==> config.mk <==
export PLATFORM = sky130hd
export DESIGN_NAME = config_preload_word_map
export DESIGN_NICKNAME = d
export VERILOG_FILES = /design/src/core/preload_pkg.sv /design/src/core/word_stream_if.sv /design/src/core/config_preload_word_map.sv /design/src/core/preload_fifo.sv
export SDC_FILE = /design/constraint.sdc
export NUM_CORES = 2
export LEC_CHECK = 0
export BUFFER_PORTS_ARGS = -buffer_cell sky130_fd_sc_hd__buf_4
export CAP_MARGIN = 20
export CORE_ASPECT_RATIO = 0.75
export CORE_UTILIZATION = 47
export DETAILED_ROUTE_END_ITERATION = 8
export PLACE_DENSITY = 0.75
export REMOVE_ABC_BUFFERS = 1
export SLEW_MARGIN = 20
export SYNTH_ARGS = -nofsm -noshare
export SYNTH_HDL_FRONTEND = slang
export SYNTH_HIERARCHICAL = 1
export SYNTH_SLANG_ARGS = --single-unit
==> constraint.sdc <==
create_clock -name mclk_in -period 4.09 [get_ports mclk_in]
set_input_delay 0.2045 -clock mclk_in [delete_from_list [all_inputs] [get_ports mclk_in]]
set_output_delay 0.2045 -clock mclk_in [all_outputs]
set_load 0.01 [all_outputs]
==> src/core/preload_pkg.sv <==
package preload_pkg;

  // ------------------------------------------------------------
  // sizes
  // ------------------------------------------------------------
  localparam int NUM_PORTS = 6;
  localparam int WORD_W = 16;
  localparam int WADDR_W = 8;
  localparam int ENTRY_W = WORD_W + WADDR_W;
  localparam int FIFO_DEPTH = 4;
  localparam int PADDR_W = 12;

  // ------------------------------------------------------------
  // preload word addresses (word index in the store)
  // ------------------------------------------------------------
  localparam logic [7:0] PM_WORD_BASE = 8'h80;
  localparam logic [7:0] PM_WORD_LAST = 8'h8A;
  localparam logic [7:0] SLOT_LO_BASE = 8'h92;
  localparam logic [7:0] SLOT_LO_LAST = 8'h9A;
  localparam logic [7:0] SLOT_HI_BASE = 8'hA2;
  localparam logic [7:0] SLOT_HI_LAST = 8'hAA;
  localparam logic [7:0] VEND_A_BASE = 8'hB0;
  localparam logic [7:0] VEND_A_LAST = 8'hB2;
  localparam logic [2:0] SLOT_FIRST_PORT = 3'h1;

  // ------------------------------------------------------------
  // per-port configuration offsets
  // ------------------------------------------------------------
  localparam logic [7:0] VGA_TIMER_OFF = 8'h70;
  localparam logic [7:0] PWR_MGMT_OFF = 8'h74;
  localparam logic [7:0] VEND_A_OFF = 8'h80;
  localparam logic [7:0] VEND_B_OFF = 8'h88;
  localparam logic [7:0] SLOT_CAP_OFF = 8'hD4;
  localparam logic [PADDR_W-1:0] LOADER_CTRL_ADDR = 12'h600;

  // ------------------------------------------------------------
  // field positions
  // ------------------------------------------------------------
  localparam int PM_RXPOL_SRC = 6;
  localparam int PM_RXPOL_DST = 14;
  localparam int PM_FIELD_SRC_LO = 0;
  localparam int PM_FIELD_W = 6;
  localparam int PM_FIELD_DST_LO = 8;
  localparam int VGA_SRC = 7;
  localparam int VGA_DST = 31;
  localparam int VEND_B_SRC_LO = 8;
  localparam int VEND_B_DST_LO = 24;
  localparam int BYTE_W = 8;
  localparam int HALF_W = 16;
  localparam int CTRL_DONE_BIT = 0;
  localparam int CTRL_EN_BIT = 1;

  // ------------------------------------------------------------
  // reset values
  // ------------------------------------------------------------
  localparam logic [31:0] VGA_TIMER_RST = 32'h0000_0000;
  localparam logic [31:0] PWR_MGMT_RST = 32'h0000_0000;
  localparam logic [31:0] VEND_A_RST = 32'h0000_0000;
  localparam logic [31:0] VEND_B_RST = 32'h0000_0000;
  localparam logic [31:0] SLOT_CAP_RST = 32'h0000_0000;
  localparam logic APPLY_EN_RST = 1'b1;

  // ------------------------------------------------------------
  // word kinds and loader phase
  // ------------------------------------------------------------
  typedef enum logic [4:0] {
    KIND_NONE = 5'b00001,
    KIND_PM = 5'b00010,
    KIND_SLOT_LO = 5'b00100,
    KIND_SLOT_HI = 5'b01000,
    KIND_VEND_A = 5'b10000
  } word_kind_e;

  typedef enum logic [1:0] {
    PH_LOADING = 2'b01,
    PH_READY = 2'b10
  } load_phase_e;

endpackage

==> src/core/word_stream_if.sv <==
`timescale 1ns/1ps
`default_nettype none
interface word_stream_if #(parameter int WIDTH = 24);
  logic valid;
  logic ready;
  logic [WIDTH-1:0] data;
  modport src (output valid, output data, input ready);
  modport snk (input valid, input data, output ready);
endinterface
`default_nettype wire

==> src/core/config_preload_word_map.sv <==
// Summary of operation
// - pm words ports 2-5 at 84h..8Ah
// - word bit 6 to 74h bit 14
// - word bits 5:0 to 74h bits 13:8
// - word bit 7 to 70h bit 31
// - word upper byte to 88h bits 31:24
// - slot low words from 92h to D4h[15:0]
// - slot high words A2h..AAh to D4h[31:16]
// - word B0h to port 0 80h[15:0]
// - pm words ports 0,1 at 80h, 82h
// - word B2h to port 1 80h[15:0]
`timescale 1ns/1ps
`default_nettype none
module config_preload_word_map
  import preload_pkg::*;
(
  // clock and reset
  input wire logic mclk_in,
  input wire logic srst_in,
  // preload word stream from the store reader
  input wire logic word_valid_in,
  input wire logic [WADDR_W-1:0] word_addr_in,
  input wire logic [WORD_W-1:0] word_data_in,
  input wire logic load_end_in,
  output logic word_ready_out,
  // apb slave
  input wire logic psel,
  input wire logic penable,
  input wire logic pwrite,
  input wire logic [PADDR_W-1:0] paddr,
  input wire logic [31:0] pwdata,
  output logic pready,
  output logic pslverr,
  output logic [31:0] prdata,
  // status
  output logic load_done_out
);

  // ------------------------------------------------------------
  // word address decode
  // ------------------------------------------------------------
  // odd addresses and words of other jobs fall through as none
  function automatic word_kind_e word_kind(input logic [WADDR_W-1:0] a);
    word_kind_e k;
    k = KIND_NONE;
    if (a[0] == 1'b0) begin
      if (a >= PM_WORD_BASE && a <= PM_WORD_LAST) begin
        k = KIND_PM;
      end else if (a >= SLOT_LO_BASE && a <= SLOT_LO_LAST) begin
        k = KIND_SLOT_LO;
      end else if (a >= SLOT_HI_BASE && a <= SLOT_HI_LAST) begin
        k = KIND_SLOT_HI;
      end else if (a >= VEND_A_BASE && a <= VEND_A_LAST) begin
        k = KIND_VEND_A;
      end
    end
    return k;
  endfunction

  // port index from word address, stride of two per port
  function automatic logic [2:0] word_port(input logic [WADDR_W-1:0] a, input word_kind_e k);
    logic [WADDR_W-1:0] rel;
    rel = '0;
    case (k)
      KIND_PM: rel = a - PM_WORD_BASE;
      KIND_SLOT_LO: rel = a - SLOT_LO_BASE + {4'h0, SLOT_FIRST_PORT, 1'b0};
      KIND_SLOT_HI: rel = a - SLOT_HI_BASE + {4'h0, SLOT_FIRST_PORT, 1'b0};
      KIND_VEND_A: rel = a - VEND_A_BASE;
      default: rel = '0;
    endcase
    return rel[3:1];
  endfunction

  // ------------------------------------------------------------
  // fifo between reader and applier
  // ------------------------------------------------------------
  word_stream_if #(.WIDTH(ENTRY_W)) in_stream ();
  word_stream_if #(.WIDTH(ENTRY_W)) out_stream ();

  assign in_stream.valid = word_valid_in;
  assign in_stream.data = {word_addr_in, word_data_in};
  assign word_ready_out = in_stream.ready;

  preload_fifo #(
    .WIDTH(ENTRY_W),
    .DEPTH(FIFO_DEPTH)
  ) u_fifo (
    .mclk_in(mclk_in),
    .srst_in(srst_in),
    .fill(in_stream),
    .drain(out_stream)
  );

  logic apply_en;
  logic end_seen;
  load_phase_e phase;
  logic apb_wr_access;
  logic apply;
  logic [WADDR_W-1:0] head_addr;
  logic [WORD_W-1:0] head_data;
  word_kind_e head_kind;
  logic [2:0] head_port;
  logic bus_busy;

  // a bus access that can finish this cycle stalls the applier:
  // a write then never meets a preloaded word on one register, and the
  // read copy taken at the setup edge still stands at the access edge;
  // a port access held off during the load must not stall, or the
  // buffer could never drain and the access would wait for ever
  assign apb_wr_access = psel && penable && pwrite;
  assign bus_busy = psel && pready;
  assign out_stream.ready = apply_en && !bus_busy;
  assign apply = out_stream.valid && out_stream.ready;

  // head entry split and decoded once, shared by every port
  assign head_addr = out_stream.data[ENTRY_W-1:WORD_W];
  assign head_data = out_stream.data[WORD_W-1:0];
  assign head_kind = word_kind(head_addr);
  assign head_port = word_port(head_addr, head_kind);

  // ------------------------------------------------------------
  // load phase
  // ------------------------------------------------------------
  // end marker is sticky; it may arrive before the fifo has drained
  always_ff @(posedge mclk_in) begin
    if (srst_in) begin
      end_seen <= 1'b0;
    end else if (load_end_in) begin
      end_seen <= 1'b1;
    end
  end

  // ready only once the end is seen and every word is applied
  always_ff @(posedge mclk_in) begin
    if (srst_in) begin
      phase <= PH_LOADING;
    end else begin
      case (phase)
        PH_LOADING: begin
          if (end_seen && !out_stream.valid) begin
            phase <= PH_READY;
          end
        end
        PH_READY: phase <= PH_READY;
        default: phase <= PH_LOADING;
      endcase
    end
  end

  // status is the phase itself, so it needs no flip-flop of its own
  assign load_done_out = (phase == PH_READY);

  // ------------------------------------------------------------
  // apb decode
  // ------------------------------------------------------------
  logic [2:0] bus_port;
  logic [7:0] bus_off;
  logic bus_ctrl;
  logic bus_port_hit;
  logic bus_hit;
  logic wr_done;

  assign bus_port = paddr[10:8];
  assign bus_off = paddr[7:0];
  assign bus_ctrl = (paddr == LOADER_CTRL_ADDR);
  assign bus_port_hit = !paddr[11] && (bus_port < 3'(NUM_PORTS)) &&
                        (bus_off == VGA_TIMER_OFF || bus_off == PWR_MGMT_OFF ||
                         bus_off == VEND_A_OFF || bus_off == VEND_B_OFF ||
                         bus_off == SLOT_CAP_OFF);
  assign bus_hit = bus_ctrl || bus_port_hit;
  // port register accesses wait out the load; control is always open
  assign pready = !(bus_port_hit && phase == PH_LOADING);
  assign pslverr = psel && penable && !bus_hit;
  assign wr_done = apb_wr_access && pready && bus_hit;

  // ------------------------------------------------------------
  // control register
  // ------------------------------------------------------------
  // clearing the enable freezes the applier and lets the fifo fill
  always_ff @(posedge mclk_in) begin
    if (srst_in) begin
      apply_en <= APPLY_EN_RST;
    end else if (wr_done && bus_ctrl) begin
      apply_en <= pwdata[CTRL_EN_BIT];
    end
  end

  // ------------------------------------------------------------
  // per-port registers
  // ------------------------------------------------------------
  logic [31:0] vga_timer [NUM_PORTS];
  logic [31:0] pwr_mgmt [NUM_PORTS];
  logic [31:0] vend_a [NUM_PORTS];
  logic [31:0] vend_b [NUM_PORTS];
  logic [31:0] slot_cap [NUM_PORTS];

  for (genvar p = 0; p < NUM_PORTS; p++) begin : g_port
    logic pm_hit;
    logic wr_here;
    // strobes for this port: a preload word, or a bus write
    assign pm_hit = apply && head_kind == KIND_PM && head_port == 3'(p);
    assign wr_here = wr_done && bus_port_hit && bus_port == 3'(p);

    // vga decode enable bit
    always_ff @(posedge mclk_in) begin
      if (srst_in) begin
        vga_timer[p] <= VGA_TIMER_RST;
      end else if (wr_here && bus_off == VGA_TIMER_OFF) begin
        vga_timer[p] <= pwdata;
      end else if (pm_hit) begin
        vga_timer[p][VGA_DST] <= head_data[VGA_SRC];
      end
    end

    // power management control fields
    always_ff @(posedge mclk_in) begin
      if (srst_in) begin
        pwr_mgmt[p] <= PWR_MGMT_RST;
      end else if (wr_here && bus_off == PWR_MGMT_OFF) begin
        pwr_mgmt[p] <= pwdata;
      end else if (pm_hit) begin
        pwr_mgmt[p][PM_RXPOL_DST] <= head_data[PM_RXPOL_SRC];
        pwr_mgmt[p][PM_FIELD_DST_LO +: PM_FIELD_W] <=
          head_data[PM_FIELD_SRC_LO +: PM_FIELD_W];
      end
    end

    // vendor control upper byte
    always_ff @(posedge mclk_in) begin
      if (srst_in) begin
        vend_b[p] <= VEND_B_RST;
      end else if (wr_here && bus_off == VEND_B_OFF) begin
        vend_b[p] <= pwdata;
      end else if (pm_hit) begin
        vend_b[p][VEND_B_DST_LO +: BYTE_W] <= head_data[VEND_B_SRC_LO +: BYTE_W];
      end
    end

    // vendor control low half, only ports 0 and 1 are preloaded here
    always_ff @(posedge mclk_in) begin
      if (srst_in) begin
        vend_a[p] <= VEND_A_RST;
      end else if (wr_here && bus_off == VEND_A_OFF) begin
        vend_a[p] <= pwdata;
      end else if (apply && head_kind == KIND_VEND_A && head_port == 3'(p)) begin
        vend_a[p][HALF_W-1:0] <= head_data;
      end
    end

    // slot capabilities, low and high halves
    always_ff @(posedge mclk_in) begin
      if (srst_in) begin
        slot_cap[p] <= SLOT_CAP_RST;
      end else if (wr_here && bus_off == SLOT_CAP_OFF) begin
        slot_cap[p] <= pwdata;
      end else if (apply && head_port == 3'(p)) begin
        if (head_kind == KIND_SLOT_LO) begin
          slot_cap[p][HALF_W-1:0] <= head_data;
        end else if (head_kind == KIND_SLOT_HI) begin
          slot_cap[p][31:HALF_W] <= head_data;
        end
      end
    end
  end

  // ------------------------------------------------------------
  // read data
  // ------------------------------------------------------------
  logic [31:0] next_prdata;

  // read mux; the applier is held whenever a selected access can finish,
  // so the copy registered at the setup edge matches the access edge;
  // the done bit alone may turn one cycle after that copy is taken
  always_comb begin
    next_prdata = 32'h0000_0000;
    if (bus_ctrl) begin
      next_prdata[CTRL_DONE_BIT] = load_done_out;
      next_prdata[CTRL_EN_BIT] = apply_en;
    end else if (bus_port_hit) begin
      case (bus_off)
        VGA_TIMER_OFF: next_prdata = vga_timer[bus_port];
        PWR_MGMT_OFF: next_prdata = pwr_mgmt[bus_port];
        VEND_A_OFF: next_prdata = vend_a[bus_port];
        VEND_B_OFF: next_prdata = vend_b[bus_port];
        SLOT_CAP_OFF: next_prdata = slot_cap[bus_port];
        default: next_prdata = 32'h0000_0000;
      endcase
    end
  end

  // read data flip-flop, reloaded on every selected cycle
  always_ff @(posedge mclk_in) begin
    if (srst_in) begin
      prdata <= 32'h0000_0000;
    end else if (psel) begin
      prdata <= next_prdata;
    end
  end
endmodule
`default_nettype wire

==> src/core/preload_fifo.sv <==
`timescale 1ns/1ps
`default_nettype none
module preload_fifo #(
  parameter int WIDTH = 24,
  parameter int DEPTH = 4
) (
  // clock and reset
  input wire logic mclk_in,
  input wire logic srst_in,
  // fill and drain sides
  word_stream_if.snk fill,
  word_stream_if.src drain
);
  localparam int PTR_W = $clog2(DEPTH);

  logic [WIDTH-1:0] mem [DEPTH];
  logic [PTR_W-1:0] wr_ptr;
  logic [PTR_W-1:0] rd_ptr;
  logic [PTR_W:0] count;
  logic push;
  logic pop;

  // honest flags: full stalls the source, empty hides the head
  assign fill.ready = (count != (PTR_W+1)'(DEPTH));
  assign drain.valid = (count != '0);
  assign drain.data = mem[rd_ptr];
  assign push = fill.valid && fill.ready;
  assign pop = drain.valid && drain.ready;

  // storage, written by index
  always_ff @(posedge mclk_in) begin
    if (push) begin
      mem[wr_ptr] <= fill.data;
    end
  end

  // pointers wrap on depth, which is a power of two
  always_ff @(posedge mclk_in) begin
    if (srst_in) begin
      wr_ptr <= '0;
      rd_ptr <= '0;
    end else begin
      if (push) begin
        wr_ptr <= wr_ptr + 1'b1;
      end
      if (pop) begin
        rd_ptr <= rd_ptr + 1'b1;
      end
    end
  end

  // occupancy
  always_ff @(posedge mclk_in) begin
    if (srst_in) begin
      count <= '0;
    end else if (push && !pop) begin
      count <= count + 1'b1;
    end else if (pop && !push) begin
      count <= count - 1'b1;
    end
  end
endmodule
`default_nettype wire

==> run summary <==
LAYOUT
--------------------------------------------------------------------------------------------------------
Final net count ...........................................................................         3878
Ratio of cells with drive above 1 in the final layout .....................................        0.216
Synth-to-layout area growth ...............................................................        12.7%

SETUP PATH
--------------------------------------------------------------------------------------------------------
Top cell by count, worst path .............................................................        buf_4
Register-to-Register Setup Slack ..........................................................      0.17 ns
Category of the critical setup timing path ................................................      reg2reg
Kind of end point of the critical path ....................................................    flip-flop
Worst path required time ..................................................................      4.51 ns
Master of the slowest instance on the critical path .......................................      dfxtp_1
Kind of cell adding the most delay to the critical path ................................... simple AND/OR/NAND/NOR gates
Data arrival, critical path ...............................................................      4.35 ns
Worst path cell trace ..................................................................... buf_4 > mux4_1 > nand2b_1 > nor3b_1 > nor2b_1 > nand4b_1 > o21ai_1 > buf_4
Largest stage delay on the critical path ..................................................      0.69 ns
Worst-path maximum fanout .................................................................           16
Crit path buf inv count ...................................................................            2
Startpoint Class ..........................................................................    flip-flop

ROUTING
--------------------------------------------------------------------------------------------------------
Number of antenna-violating nets in the routed design .....................................            0
Wire length reported by the detailed router ...............................................       175 mm
Vias per Instance .........................................................................         6.69
Via count of the routed design ............................................................        35700
Avg WL per Cell ...........................................................................      32.8 um
Number of optimization iterations in the first detailed-route pass ........................            9
Number of remaining DRC errors ............................................................            0
Initial DRC count .........................................................................         6748

SYNTH
--------------------------------------------------------------------------------------------------------
Number of flops mapped to enable cells by yosys ...........................................         1056
Area share of the leading cell type in the synthesized netlist ............................        0.604
Syn. warnings .............................................................................            6
Compound-cell area share of the yosys netlist .............................................       0.0757
Dominant synthesized flop cell ............................................................     edfxtp_1
Mean area per synthesized cell ............................................................   14.0 sq um
Asr flop ratio synth ......................................................................            0
Synthesized instance count ................................................................         3757
Synth Area in Adders ......................................................................      0.00205
Sequential-to-total area share from yosys stat ............................................        0.621
Area fraction in and, or, nand and nor cells after synthesis ..............................        0.143
Share of synthesized area spent on multiplexers ...........................................        0.123
Number of storage elements in the synthesis netlist .......................................         1101
Dominant combinational cell family by area after synthesis ................................ simple AND/OR/NAND/NOR gates
Area share of xor/xnor cells in the synthesized design ....................................     0.000834
Library cell occupying the most area in the post-synthesis netlist ........................     edfxtp_1
Post-synthesis instance area .............................................................. 0.0525 sq mm
Number of unique standard cell types used by synthesis ....................................           79
Ranking of synthesized cells by area ...................................................... edfxtp_1, and2_1, mux4_2

FLOORPLAN
--------------------------------------------------------------------------------------------------------
Die footprint .............................................................................  0.113 sq mm
Die span in x .............................................................................       388 um
Core outline area .........................................................................  0.110 sq mm
Die H .....................................................................................       291 um
FP Rows ...................................................................................          105
Effective utilization at floorplan ........................................................        0.477
I/O Pins ..................................................................................          111

CLOCK NETWORK
--------------------------------------------------------------------------------------------------------
Clock latency at the later pin of the worst-skew pair .....................................      0.74 ns
Post-CTS clock slew at the launch and capture registers of the worst setup and hold paths .      0.06 ns
Clock Sink Count ..........................................................................         1101
Post-CTS Setup Inserts ....................................................................            0
Maximum root-to-sink buffer count .........................................................            3
TritonCTS clock tree ......................................................................         done
Number of instances resized during post-cts repair ........................................            0
Number of buffers inserted during clock tree synthesis ....................................          102
Maximum level of the CTS H-tree ...........................................................            3
Clock Tree Root ...........................................................................    clkbuf_16

PLACEMENT
--------------------------------------------------------------------------------------------------------
Buffers on Ports ..........................................................................          110
Routability-driven placement congestion ratio .............................................         1.02
HPWL after detailed placement .............................................................       113 mm

GRT
--------------------------------------------------------------------------------------------------------
Global routing's busiest layer ............................................................         met1
Total global-route track usage ............................................................        0.306
Vias in the first global route ............................................................        33300
Global Route met1 Usage ...................................................................        0.433
Initial antenna violation count ...........................................................           16
Global-route wire length before repair ....................................................       247 mm
Residual overflow from global routing .....................................................            0
Largest net degree at the start of global routing .........................................           93
Met2 track demand over resource in global routing .........................................        0.417
Met3 demand-to-capacity share in global routing ...........................................        0.136

PWR
--------------------------------------------------------------------------------------------------------
Pwr Density ...............................................................................  459 mW/mm^2
IR drop worst, VDD ........................................................................       334 uV
Overall Power .............................................................................     27200 uW
Leakage Power .............................................................................    0.0210 uW

RUN STATUS
--------------------------------------------------------------------------------------------------------
Result of the run ......................................................................... finished clean

TIMING
--------------------------------------------------------------------------------------------------------
Setup total negative slack ................................................................         0 ns
Worst-margin pin slew .....................................................................      1.15 ns
Fin. Hold Viols ...........................................................................            0
Worst Skew ................................................................................    0.0259 ns
F_max .....................................................................................      255 MHz
Relative slew slack .......................................................................        0.232
Minimum period implied by the final worst setup slack .....................................      3.92 ns
Number of setup violations in the final report ............................................            0
Final Slew Violations .....................................................................            0
Post-route fraction of the period consumed by the critical path ...........................        0.960
RSZ-0062 raised after global routing ......................................................        false

RUN
--------------------------------------------------------------------------------------------------------
Max cap viols .............................................................................            0

MIN PATH
--------------------------------------------------------------------------------------------------------
Worst hold path type ......................................................................       in2reg

==> layer usage <==
| layer | vias to the layer above | wire [um] |
|---|---|---|
| met5 | - | 233 |
| met4 | 14 | 6620 |
| met3 | 455 | 30400 |
| met2 | 3011 | 72000 |
| met1 | 17900 | 65800 |
| li1 | 14300 | - |
==> logic make-up (layout without fill, tap and decap cells) <==
group                    after synthesis  count (layout)
AO/OA/AOI/OAI                        550             550
adder cells (fa/ha/maj)                8               8
multiplexers                         399             399
flip-flops                          1101            1101
buffers and inverters                403             531
XOR/XNOR                               5               5
other                                  0               7
AND/OR/NAND/NOR                     1291            1291
==> registers in the layout, indices dropped and copies added, names as in the netlist, named ones only <==
register	count
apply_en	1
end_seen	1
phase	2
prdata	32
pwr_mgmt	192
slot_cap	192
u_fifo/count	3
u_fifo/mem	96
u_fifo/rd_ptr	2
u_fifo/wr_ptr	2
vend_a	192
vend_b	192
vga_timer	192
==> stage by stage <==
step | util | setup slack (ns) | area [sq um] | hold slack [ns] | cells
after floorplan | - | -1.42 | 50800 | 0.274 | 3365
after global placement | 0.502 | 0.480 | 55300 | 0.405 | 5102
after detailed placement | 0.502 | 0.438 | 55300 | 0.408 | 5102
after CTS | 0.537 | 0.406 | 59100 | 0.00205 | 5329
after global routing | 0.537 | 0.0856 | 59100 | 0.0273 | 5329
final | 0.537 | 0.165 | 59200 | 0.0362 | 5336
==> cells in the mapped netlist (29+ instances only) <==
cell type  instances
and2_1           683
mux2_2           126
nand4_1           53
mux2i_1           87
o22ai_1           29
a32o_1            30
edfxtp_1        1056
clkbuf_1         272
nand2_1          257
a21oi_1           79
nor3_1            38
a22o_1           122
buf_2             70
mux4_2           181
nor2_1            69
o41ai_1           45
nand3_1           43
dfxtp_1           45
a22oi_1           55
o21ai_0          120
==> where the power goes <==
group / internal [uW] / switching (uW) / total [uW]
logic: 1050 / 2940 / 4000
registers: 12800 / 187 / 13000
clock network: 5710 / 4490 / 10200
==> placed cells by master (no fill, tap or decap), drive strengths merged, types with 9 or more instances in the layout <==
master	n
nor3	54
dfxtp	45
or2	11
mux4	185
o2111ai	11
nand4	54
clkinv	40
mux2i	87
and2	684
nand2b	18
and3	22
a32o	30
bufinv	15
clkbuf	133
or3	12
a22o	122
o21ai	129
o211ai	12
a22oi	55
o22ai	29
a21oi	80
nor2b	18
buf	293
edfxtp	1056
nor2	71
nand3	44
o41ai	48
mux2	127
nand2	257
dlygate4sd3	33
or4	9
nor4	16
inv	15
==> repair_timing <==
| item | CTS | global route |
|---|---|---|
| hold endpoints to repair | 111 | 0 |
| hold buffers | 33 | 0 |
| endpoints found under the setup margin | 0 | 0 |
==> area by class of cell <==
cell class,count,area [sq um]
clock inverters,61,802
flip-flops and latches,1101,32600
repair buffers,326,2720
multi-input cells,2253,18400
diodes,7,17.5
clock buffers,133,2730
inverters,11,41.3
fillers,8837,50900
well taps,1444,1810
==> path summary, 6_finish.rpt <==
check | from | endpoint | depth (start not counted)
min reg2reg | prdata[8]$_SDFFE_PP0P_ | prdata[8]$_SDFFE_PP0P_ | 1
max | flip-flop | slot_cap[3][23]$_DFFE_PP_ | 8
max reg2reg | flip-flop | slot_cap[3][23]$_DFFE_PP_ | 8
min | pwdata[21] | slot_cap[0][21]$_DFFE_PP_ | 2
Note: power is estimated with default switching activity, not from simulation.
